[src/osps_pkg.sv]
// constants, types and register map of the fuse programming and verification block
// assumes a 100 MHz single clock and a classic Wishbone register bus
//
// Overview of operation
// - signature starts at zero, takes twenty-eight byte updates, final byte is result
// - each update: shift left, xor byte, keep 8 bits, xor 29 if old bit7 set
// - after power-up the part enters communication mode when the lock bit is zero
// - writing 0x20 to 0x23 resets the signal core; done before first angle read
// - burn starts after matching readback by 0x70 to 0x62 then 0x51 to 0x63
// - burn completes 10 ms after trigger; programmer waits that long
// - writing 0x40 to 0x23 selects the guard-band read threshold
// - writing 0x00 to 0x23 selects normal threshold for the second pass
// - shadow registers reload from fuses within 5 ms after threshold write
// - after reset with lock programmed the part starts in functional mode
package osps_pkg;
  // ---------------------------------------------------------------------------
  // timing
  // ---------------------------------------------------------------------------
  localparam int CLK_MHZ         = 100;
  localparam int BURN_TIME_US    = 10000;
  localparam int REFRESH_TIME_US = 5000;
  localparam int BURN_CYCLES     = BURN_TIME_US * CLK_MHZ;
  localparam int REFRESH_CYCLES  = REFRESH_TIME_US * CLK_MHZ;
  localparam int TIMER_W         = 20;

  // ---------------------------------------------------------------------------
  // register indices, byte address is four times the index
  // ---------------------------------------------------------------------------
  localparam logic [7:0] IDX_SIG    = 8'h1E;
  localparam logic [7:0] IDX_THRESH = 8'h23;
  localparam logic [7:0] IDX_KEY1   = 8'h62;
  localparam logic [7:0] IDX_KEY2   = 8'h63;
  localparam logic [7:0] IDX_ANGLE  = 8'h70;
  localparam logic [7:0] IDX_STATUS = 8'h7F;
  localparam int         SHADOW_N   = 31;

  // ---------------------------------------------------------------------------
  // signature and commands
  // ---------------------------------------------------------------------------
  localparam logic [7:0] SIG_FIRST     = 8'h02;
  localparam logic [7:0] SIG_LAST      = 8'h1D;
  localparam int         SIG_STEPS     = 28;
  localparam logic [7:0] MISR_POLY     = 8'h1D;
  localparam logic [7:0] MISR_RESET    = 8'h00;
  localparam logic [7:0] KEY1_VAL      = 8'h70;
  localparam logic [7:0] KEY2_VAL      = 8'h51;
  localparam logic [7:0] CMD_DSP_RESET = 8'h20;
  localparam logic [7:0] CMD_GUARD     = 8'h40;
  localparam logic [7:0] CMD_NORMAL    = 8'h00;
  localparam logic [7:0] LOCK_IDX      = 8'h1D;
  localparam int         LOCK_BIT      = 7;
  localparam int         ANGLE_W       = 14;

  // ---------------------------------------------------------------------------
  // status register fields
  // ---------------------------------------------------------------------------
  localparam int ST_B_BUSY  = 0;
  localparam int ST_B_COMM  = 1;
  localparam int ST_B_GUARD = 2;
  localparam int ST_B_SIGOK = 3;
  localparam int ST_B_SIGER = 4;
  localparam int ST_B_ARMED = 5;

  typedef enum logic [2:0] {
    ST_IDLE,
    ST_BURN,
    ST_WAIT,
    ST_LOAD,
    ST_SIG,
    ST_CHECK
  } osps_state_t;
endpackage

[src/osps_misr_if.sv]
// signals between the sequencer and the signature engine
// assumes both ends sit on the same clock
`timescale 1ns/1ps
`default_nettype none
interface osps_misr_if;
  logic       clr;
  logic       step;
  logic [7:0] data;
  logic [7:0] sig;
  modport ctrl   (output clr, output step, output data, input sig);
  modport engine (input clr, input step, input data, output sig);
endinterface
`default_nettype wire

[src/osps_misr.sv]
// multiple-input signature register over the fuse image bytes
// assumes one byte per step on the sequencer clock
`timescale 1ns/1ps
`default_nettype none
module osps_misr (
  input  wire logic  clk_i,
  input  wire logic  rst_i,
  osps_misr_if.engine m
);
  import osps_pkg::*;

  logic [7:0] sig_reg;
  logic [7:0] sig_next;

  always_comb begin
    sig_next = {sig_reg[6:0], 1'b0} ^ m.data;
    if (sig_reg[7]) begin
      sig_next = sig_next ^ MISR_POLY;
    end
  end

  always_ff @(posedge clk_i) begin
    if (rst_i || m.clr) begin
      sig_reg <= MISR_RESET;
    end else if (m.step) begin
      sig_reg <= sig_next;
    end
  end

  assign m.sig = sig_reg;
endmodule
`default_nettype wire

[src/osps_top.sv]
// fuse image, shadow registers, burn and refresh sequencer behind a Wishbone slave
// assumes a classic Wishbone master on clk_i; angle_i comes from logic on the same clock
`timescale 1ns/1ps
`default_nettype none
module osps_top #(
  parameter int BURN_CYC    = osps_pkg::BURN_CYCLES,
  parameter int REFRESH_CYC = osps_pkg::REFRESH_CYCLES
) (
  input  wire logic                         clk_i,
  input  wire logic                         rst_i,
  input  wire logic                         fuse_blank_i,
  input  wire logic                         cyc_i,
  input  wire logic                         stb_i,
  input  wire logic                         we_i,
  input  wire logic [9:0]                   adr_i,
  input  wire logic [3:0]                   sel_i,
  input  wire logic [31:0]                  dat_i,
  output logic      [31:0]                  dat_o,
  output logic                              ack_o,
  input  wire logic [osps_pkg::ANGLE_W-1:0] angle_i,
  output logic                              comm_mode_o,
  output logic                              dsp_reset_o,
  output logic                              guard_sel_o,
  output logic                              sig_err_o,
  output logic                              busy_o
);
  import osps_pkg::*;

  // ---------------------------------------------------------------------------
  // elaboration checks
  // ---------------------------------------------------------------------------
  // a zero count would wrap the timer to its maximum, a large one overflows the timer
  if (BURN_CYC < 1 || BURN_CYC >= (1 << TIMER_W)) begin
    $error("burn count out of range");
  end
  if (REFRESH_CYC < 1 || REFRESH_CYC >= (1 << TIMER_W)) begin
    $error("refresh count out of range");
  end

  // ---------------------------------------------------------------------------
  // bus decode
  // ---------------------------------------------------------------------------
  logic [7:0]         idx;
  logic               req;
  logic               wr;
  logic [7:0]         wbyte;
  logic               ack_reg;
  logic [31:0]        dat_reg;
  logic [31:0]        rd_word;
  osps_state_t        state_reg;
  logic [TIMER_W-1:0] timer_reg;
  logic [7:0]         shadow_reg [SHADOW_N];
  logic [7:0]         fuse_reg   [SHADOW_N];
  logic [7:0]         sig_idx_reg;
  logic               boot_reg;
  logic               comm_reg;
  logic               guard_reg;
  logic               armed_reg;
  logic               dsp_rst_reg;
  logic               sig_ok_reg;
  logic               sig_err_reg;
  logic               idle;
  logic               wr_cfg;

  osps_misr_if misr_bus ();

  osps_misr u_misr (
    .clk_i (clk_i),
    .rst_i (rst_i),
    .m     (misr_bus.engine)
  );

  assign idx   = adr_i[9:2];
  assign req   = cyc_i && stb_i && !ack_reg;
  assign wr    = req && we_i && sel_i[0];
  assign wbyte = dat_i[7:0];
  assign idle  = (state_reg == ST_IDLE);
  // configuration writes only in communication mode and never during burn or refresh
  assign wr_cfg = wr && comm_reg && idle;

  always_ff @(posedge clk_i) begin
    if (rst_i) begin
      ack_reg <= 1'b0;
    end else begin
      ack_reg <= req;
    end
  end

  always_comb begin
    rd_word = 32'h0000_0000;
    if (idx < 8'(SHADOW_N)) begin
      rd_word[7:0] = shadow_reg[idx[4:0]];
    end else if (idx == IDX_THRESH) begin
      rd_word[7:0] = guard_reg ? CMD_GUARD : CMD_NORMAL;
    end else if (idx == IDX_ANGLE) begin
      rd_word[ANGLE_W-1:0] = angle_i;
    end else if (idx == IDX_STATUS) begin
      rd_word[ST_B_BUSY]  = !idle;
      rd_word[ST_B_COMM]  = comm_reg;
      rd_word[ST_B_GUARD] = guard_reg;
      rd_word[ST_B_SIGOK] = sig_ok_reg;
      rd_word[ST_B_SIGER] = sig_err_reg;
      rd_word[ST_B_ARMED] = armed_reg;
    end
  end

  always_ff @(posedge clk_i) begin
    if (rst_i) begin
      dat_reg <= 32'h0000_0000;
    end else if (req && !we_i) begin
      dat_reg <= rd_word;
    end
  end

  // ---------------------------------------------------------------------------
  // command register: core reset and read threshold
  // ---------------------------------------------------------------------------
  always_ff @(posedge clk_i) begin
    if (rst_i) begin
      dsp_rst_reg <= 1'b0;
    end else begin
      dsp_rst_reg <= wr && idx == IDX_THRESH && wbyte == CMD_DSP_RESET;
    end
  end

  always_ff @(posedge clk_i) begin
    if (rst_i) begin
      guard_reg <= 1'b0;
    end else if (wr_cfg && idx == IDX_THRESH) begin
      if (wbyte == CMD_GUARD) begin
        guard_reg <= 1'b1;
      end else if (wbyte == CMD_NORMAL) begin
        guard_reg <= 1'b0;
      end
    end
  end

  // two-byte key: any other write between the halves disarms it
  always_ff @(posedge clk_i) begin
    if (rst_i) begin
      armed_reg <= 1'b0;
    end else if (wr_cfg) begin
      armed_reg <= (idx == IDX_KEY1) && (wbyte == KEY1_VAL);
    end
  end

  // ---------------------------------------------------------------------------
  // sequencer: burn, refresh wait, reload, signature check
  // ---------------------------------------------------------------------------
  always_ff @(posedge clk_i) begin
    if (rst_i) begin
      state_reg <= ST_LOAD;
      timer_reg <= '0;
    end else begin
      unique case (state_reg)
        ST_IDLE: begin
          if (wr_cfg && idx == IDX_KEY2 && wbyte == KEY2_VAL && armed_reg) begin
            state_reg <= ST_BURN;
            timer_reg <= TIMER_W'(BURN_CYC - 1);
          end else if (wr_cfg && idx == IDX_THRESH && (wbyte == CMD_GUARD || wbyte == CMD_NORMAL)) begin
            state_reg <= ST_WAIT;
            timer_reg <= TIMER_W'(REFRESH_CYC - 1);
          end
        end
        ST_BURN: begin
          if (timer_reg == '0) begin
            state_reg <= ST_IDLE;
          end else begin
            timer_reg <= timer_reg - 1'b1;
          end
        end
        ST_WAIT: begin
          if (timer_reg == '0) begin
            state_reg <= ST_LOAD;
          end else begin
            timer_reg <= timer_reg - 1'b1;
          end
        end
        ST_LOAD: begin
          state_reg <= ST_SIG;
        end
        ST_SIG: begin
          if (sig_idx_reg == SIG_LAST) begin
            state_reg <= ST_CHECK;
          end
        end
        ST_CHECK: begin
          state_reg <= ST_IDLE;
        end
      endcase
    end
  end

  always_ff @(posedge clk_i) begin
    if (rst_i || state_reg == ST_LOAD) begin
      sig_idx_reg <= SIG_FIRST;
    end else if (state_reg == ST_SIG) begin
      sig_idx_reg <= sig_idx_reg + 8'h01;
    end
  end

  assign misr_bus.clr  = (state_reg == ST_LOAD);
  assign misr_bus.step = (state_reg == ST_SIG);
  assign misr_bus.data = shadow_reg[sig_idx_reg[4:0]];

  always_ff @(posedge clk_i) begin
    if (rst_i) begin
      sig_ok_reg  <= 1'b0;
      sig_err_reg <= 1'b0;
    end else if (state_reg == ST_CHECK) begin
      sig_ok_reg <= (misr_bus.sig == shadow_reg[IDX_SIG[4:0]]);
      // a signature fault holds until the next reset
      if (misr_bus.sig != shadow_reg[IDX_SIG[4:0]]) begin
        sig_err_reg <= 1'b1;
      end
    end
  end

  // mode is fixed once per power-up, from the lock bit as just reloaded
  always_ff @(posedge clk_i) begin
    if (rst_i) begin
      boot_reg <= 1'b1;
      comm_reg <= 1'b0;
    end else if (boot_reg && state_reg == ST_CHECK) begin
      boot_reg <= 1'b0;
      comm_reg <= !shadow_reg[LOCK_IDX[4:0]][LOCK_BIT];
    end
  end

  // ---------------------------------------------------------------------------
  // shadow image and fuse array
  // ---------------------------------------------------------------------------
  always_ff @(posedge clk_i) begin
    if (rst_i) begin
      for (int i = 0; i < SHADOW_N; i++) begin
        shadow_reg[i] <= 8'h00;
      end
    end else if (state_reg == ST_LOAD) begin
      for (int i = 0; i < SHADOW_N; i++) begin
        shadow_reg[i] <= fuse_reg[i];
      end
    end else if (wr_cfg && idx < 8'(SHADOW_N)) begin
      shadow_reg[idx[4:0]] <= wbyte;
    end
  end

  // fuses keep their content over rst_i; only a blank part starts at zero
  always_ff @(posedge clk_i) begin
    if (fuse_blank_i) begin
      for (int i = 0; i < SHADOW_N; i++) begin
        fuse_reg[i] <= 8'h00;
      end
    end else if (state_reg == ST_BURN && timer_reg == '0) begin
      for (int i = 0; i < SHADOW_N; i++) begin
        fuse_reg[i] <= fuse_reg[i] | shadow_reg[i];
      end
    end
  end

  assign dat_o       = dat_reg;
  assign ack_o       = ack_reg;
  assign comm_mode_o = comm_reg;
  assign dsp_reset_o = dsp_rst_reg;
  assign guard_sel_o = guard_reg;
  assign sig_err_o   = sig_err_reg;
  assign busy_o      = !idle;
endmodule
`default_nettype wire

[config.mk]
export PLATFORM = sky130hd
export DESIGN_NAME = osps_top
export DESIGN_NICKNAME = d
export VERILOG_FILES = /design/src/osps_pkg.sv /design/src/osps_misr_if.sv /design/src/osps_misr.sv /design/src/osps_top.sv
export SDC_FILE = /design/constraint.sdc
export NUM_CORES = 1
export LEC_CHECK = 0
export BUFFER_PORTS_ARGS = -buffer_cell sky130_fd_sc_hd__buf_2
export CORE_MARGIN = 5
export CORE_UTILIZATION = 55
export DETAILED_ROUTE_END_ITERATION = 6
export HOLD_SLACK_MARGIN = 0.12
export PLACE_DENSITY = 0.7
export SLEW_MARGIN = 25
export SYNTH_ARGS = -nofsm -noshare
export SYNTH_HDL_FRONTEND = slang
export SYNTH_SLANG_ARGS = --single-unit
export TNS_END_PERCENT = 5
[constraint.sdc]
create_clock -name clk_i -period 29.5 [get_ports clk_i]
set_input_delay 0 -clock clk_i [delete_from_list [all_inputs] [get_ports clk_i]]
set_output_delay 0 -clock clk_i [all_outputs]
set_load 0.03 [all_outputs]
# Word-level counts from Yosys, hierarchy flattened
# Memories as Yosys holds them, arrays and structs flattened. A register that Yosys moved wholly into a read port is not among the register bits.
# Index checks and enable logic that the tools add are counted.
# op_classes
n_addsub	2
n_lt_le_gt_ge	1
n_eq_ne	22
mux	102
bitwise_logic	95
reduce_logical	35
# ops
cell	count
$mux 8	66
$or 8x8->8	31
$or 1x1->1	62
$mux 20	3
$eq 8x7->1 const B	7
$pmux 20 s2	1
$mux 6	4
$logic_not 20->1	1
$mux 5	4
$sub 20x1->20 const B	1
$logic_and 1x1->1	18
$pmux 3 s6	1
$mux 1	17
$eq 8x6->1 const B	2
$mux 3	5
$add 8x1->8 const B	1
$eq 8x5->1 const B	1
$eq 8x8->1	1
$logic_not 8->1	1
$lt 8x5->1 const B	1
$ne 8x8->1	1
$reduce_or 8->1	1
$xor 8x8->8	1
$mux 7	1
other kinds (15)	25
# totals
register_bits	61
mem_bits_rw	496
in_bits	66
output_inout_bits	38
word_cells	272
n_memories	2
# mem_list
name	words	width	rd	rd_ports_with_merged_regs	wr	line_no	source
fuse_reg	31	8	31	0	31	osps_top.sv:53	logic [7:0] fuse_reg [SHADOW_N];
shadow_reg	31	8	33	1	31	osps_top.sv:52	logic [7:0] shadow_reg [SHADOW_N];

# Logic depth before layout (Yosys ltp)
# logic_depth
ltp_word	13
ltp_mapped	11
mapped_depth_nobuf	9

# Modules after synthesis
# Synthesis repeated with hierarchy kept, for this count alone.
# hier_totals
hier_cells	2186
area_unflattened_um2	27840.5
# modules_own_cells
module	n_inst	cells_each	area_per_inst_um2	seq_area_each_um2
osps_top	1	2146	27403.8	16295.6
osps_misr	1	40	436.7	160.2

# Worst setup path after synthesis
# Ideal clock, no wire load.
# synth_path
kind	register to register
from	reg timer_reg[5]
to	mem fuse_reg[0][0] (enable)
setup_time_ps	909
arrival_time_ps	12957
t_required_ps	28591
path_slack_ps	15634
path_stages_with_launch	6
path_buffers	1
synth_period_minus_slack_ps	13866
path_cell_list	dfxtp_1 -> or3_1 -> or4_1 -> or3_1 -> clkbuf_1 -> o21bai_1
# synth_rtl
element	line_no	source
start, declared	osps_top.sv:51	logic [TIMER_W-1:0] timer_reg;
start signal, assigned	osps_top.sv:159	timer_reg <= TIMER_W'(BURN_CYC - 1);
start signal, assigned	osps_top.sv:162	timer_reg <= TIMER_W'(REFRESH_CYC - 1);
start signal, assigned	osps_top.sv:169	timer_reg <= timer_reg - 1'b1;
end, declared	osps_top.sv:53	

==> impl_results.md <==
- Synth top area share: 0.541
- First-pass GRT wire length: 120,000 um
- Die area: 55,500 sq um
- Post-synth EDFFs: 504
- Final nets: 2,356
- CP startpoint kind: flop
- CTS H-tree lvls: 2
- Initial antenna violation count: 1
- Area contributors post-synth: edfxtp_1, mux4_2, dfxtp_1
- Post-cts gate resize count: 0
- Antenna Nets Post-Route: 0
- Overflow after GRT: 0
- Slew headroom: 0.273
- Fraction of layout cells with a size suffix above 1: 0.146
- Fmax: 0.252 GHz
- Sequential area share after synthesis: 0.588
- Sink Count: 570
- Maxcap violations: 0
- Pwr/cell area: 84.2 nW/um^2
- Max-slew violation count: 0
- Io pins: 104
- Netlist cell types: 57
- Fin Hold WS: 0.307 ns
- Fin area: 31,500 sq um
- Post-Syn Area: 28,000 sq um
- Via count: 19,920
- Clock root buffer: clkbuf_16
- Post-placement cell area: 28,800 sq um
- Cell count after synthesis: 2,221
- Clock-pin slew on the worst setup and hold paths: 0.06 ns
- Type of the tightest min-delay check: in -> reg
- Site Rows: 82
- Hpwl dp: 50,100 um
- Die W: 236 um
- Largest register FFs: 256
- Setup clock skew after layout: 0.0121 ns
- Tcrit/Tclk final: 0.134
- Worst-margin pin slew: 1.08 ns
- Die Y: 236 um
- Worst Path Arrival: 4.44 ns
- Initial Util: 0.556
- Period minus WS final: 3.96 ns
- Vias in the first global route: 19,412
- Crit. Startpoint: timer_reg[11]
- Critical Path Sink: fuse_reg[0][38]
- Largest net degree at the start of global routing: 166
- Final core occ: 0.626
- Max IR drop VDD: 0.0501 mV
- Setup violators final: 0
- Hold Fails Final Rpt: 0
- FFs w/ async S/R, synth: 0
- Via-to-Cell Ratio: 6.62
- Flop2flop setup slack: 25.54 ns
- TNS Setup: 0 ns
- # port buffers: 56
- Biggest area consumer among synthesized cells: edfxtp_1
- Pre-CTS setup slack: 25.44 ns
- Routability Congestion: 0.910
- Worst-skew pair later-pin latency: 0.62 ns
- Worst Path Max Fanout: 74
- #FFs+latches synth: 570
- Final WS setup: 25.54 ns
- FF-to-FF Start: timer_reg[11]
- Initial drt markers: 2,310
- Unrepaired setup endpoints after global routing: false
- Outcome: completed
- Setup bufs post-CTS: 0
- Synth Flop Type: edfxtp_1
- Avg Cell Area, Syn: 12.6 sq um
- All-Layer GR Usage: 0.280
- CTS buffer count: 59
- FF-to-FF path depth: 7
- Drc violations: 0
- Crit end category: flop
- Post-Route WL: 80,100 um
- CTS tree: yes
- Routed WL per cell: 26.6 um
- Ant. Diodes: 0
- Worst EP required: 29.97 ns
- Synth-to-Final Area Change: 12.4%
- Clock Path Buffers: 3
- Reg2reg end: fuse_reg[0][38]
- Core area: 50,300 sq um
- Critical path type: reg -> reg
- Synth warn: 0
- P_leak: 0.0113 uW
- Pre-antenna DRT Iters: 6
power breakdown:
group,internal (uW),leakage (uW),switching [uW],total [uW]
Combinational,233,0.00448,351,584
Clock,455,0.000960,315,770
Sequential,1130,0.00583,170,1290
Yosys cell counts (40+ instances only):
cell type,number
a21oi_1,40
a22o_1,144
clkbuf_1,115
dfxtp_1,66
edfxtp_1,504
mux2i_1,50
mux4_2,116
nand2_1,160
nand2b_1,110
nor2_1,277
o21a_1,144
o21ai_0,141
critical path, cell delays in order (launching register included):
cell	delay, ns
dfxtp_1	0.35
nor4_1	0.66
nand3_1	0.19
or3_1	0.55
nor3_4	0.15
buf_4	0.74
buf_4	0.79
o21a_1	0.23
per-stage QoR:
step	cells	power (uW)
2_1_floorplan	2246	1640
4_1_cts	3005	2640
6_report	3007	2650
3_5_place_dp	2831	1870
5_1_grt	3007	2740
3_3_place_gp	2831	1850
cells in the final DEF, fill, tap and decap left out, types with 26 or more instances in the layout:
master and count:
a22o_1 144, buf_4 48, conb_1 26, nand2b_1 110, nand2_1 160, buf_2 52
mux4_2 116, a22oi_1 37, nor3_1 26, o21a_1 144, nor2_1 271, o21ai_0 122
a21oi_1 40, clkbuf_16 61, edfxtp_1 504, dlygate4sd3_1 65, dfxtp_1 64, mux2i_1 50
kinds of logic after synthesis:
group | synth area share
buffers and inverters | 0.0306
other | 0.000134
flip-flops | 0.588
multiplexers | 0.112
AND/OR/NAND/NOR | 0.117
XOR/XNOR | 0.0122
AO/OA/AOI/OAI | 0.139
adder cells (fa/ha/maj) | 0.00134
area by class of cell:
cell class,count,area (sq um)
tap,672,841
clock inverter,29,339
sequential,570,16500
fill,3869,18800
clock buffer,80,1630
multi-input combinational,1484,10800
inverter,4,15.0
timing repair buffer,168,1350
metal layers:
metal	GRT usage	part of all wire	up-vias
li1	-	-	8542
met2	0.429	0.45	1171
met5	0	0.00015	-
met4	0.138	0.057	2
met1	0.379	0.38	9967
met3	0.0679	0.11	238
worst min-delay path by stage:
stage,slack (ns),end,from,cells past startpoint
after floorplan,0.1,shadow_reg[31][0],dat_i[0],0
after global placement,0.26,dat_o[11],angle_i[11],3
after detailed placement,0.27,dat_o[10],angle_i[10],3
after CTS,0.25,ack_o,cyc_i,4
after global routing,0.34,ack_o,cyc_i,4
final,0.31,ack_o,cyc_i,4
repair_timing:
| item | 4_1_cts | 5_1_grt |
|---|---|---|
| setup endpoints to repair | 0 | 0 |
| hold endpoints to repair | 89 | 0 |
| hold buffers | 65 | 0 |
No activity file was read; power rests on OpenSTA's default activity.
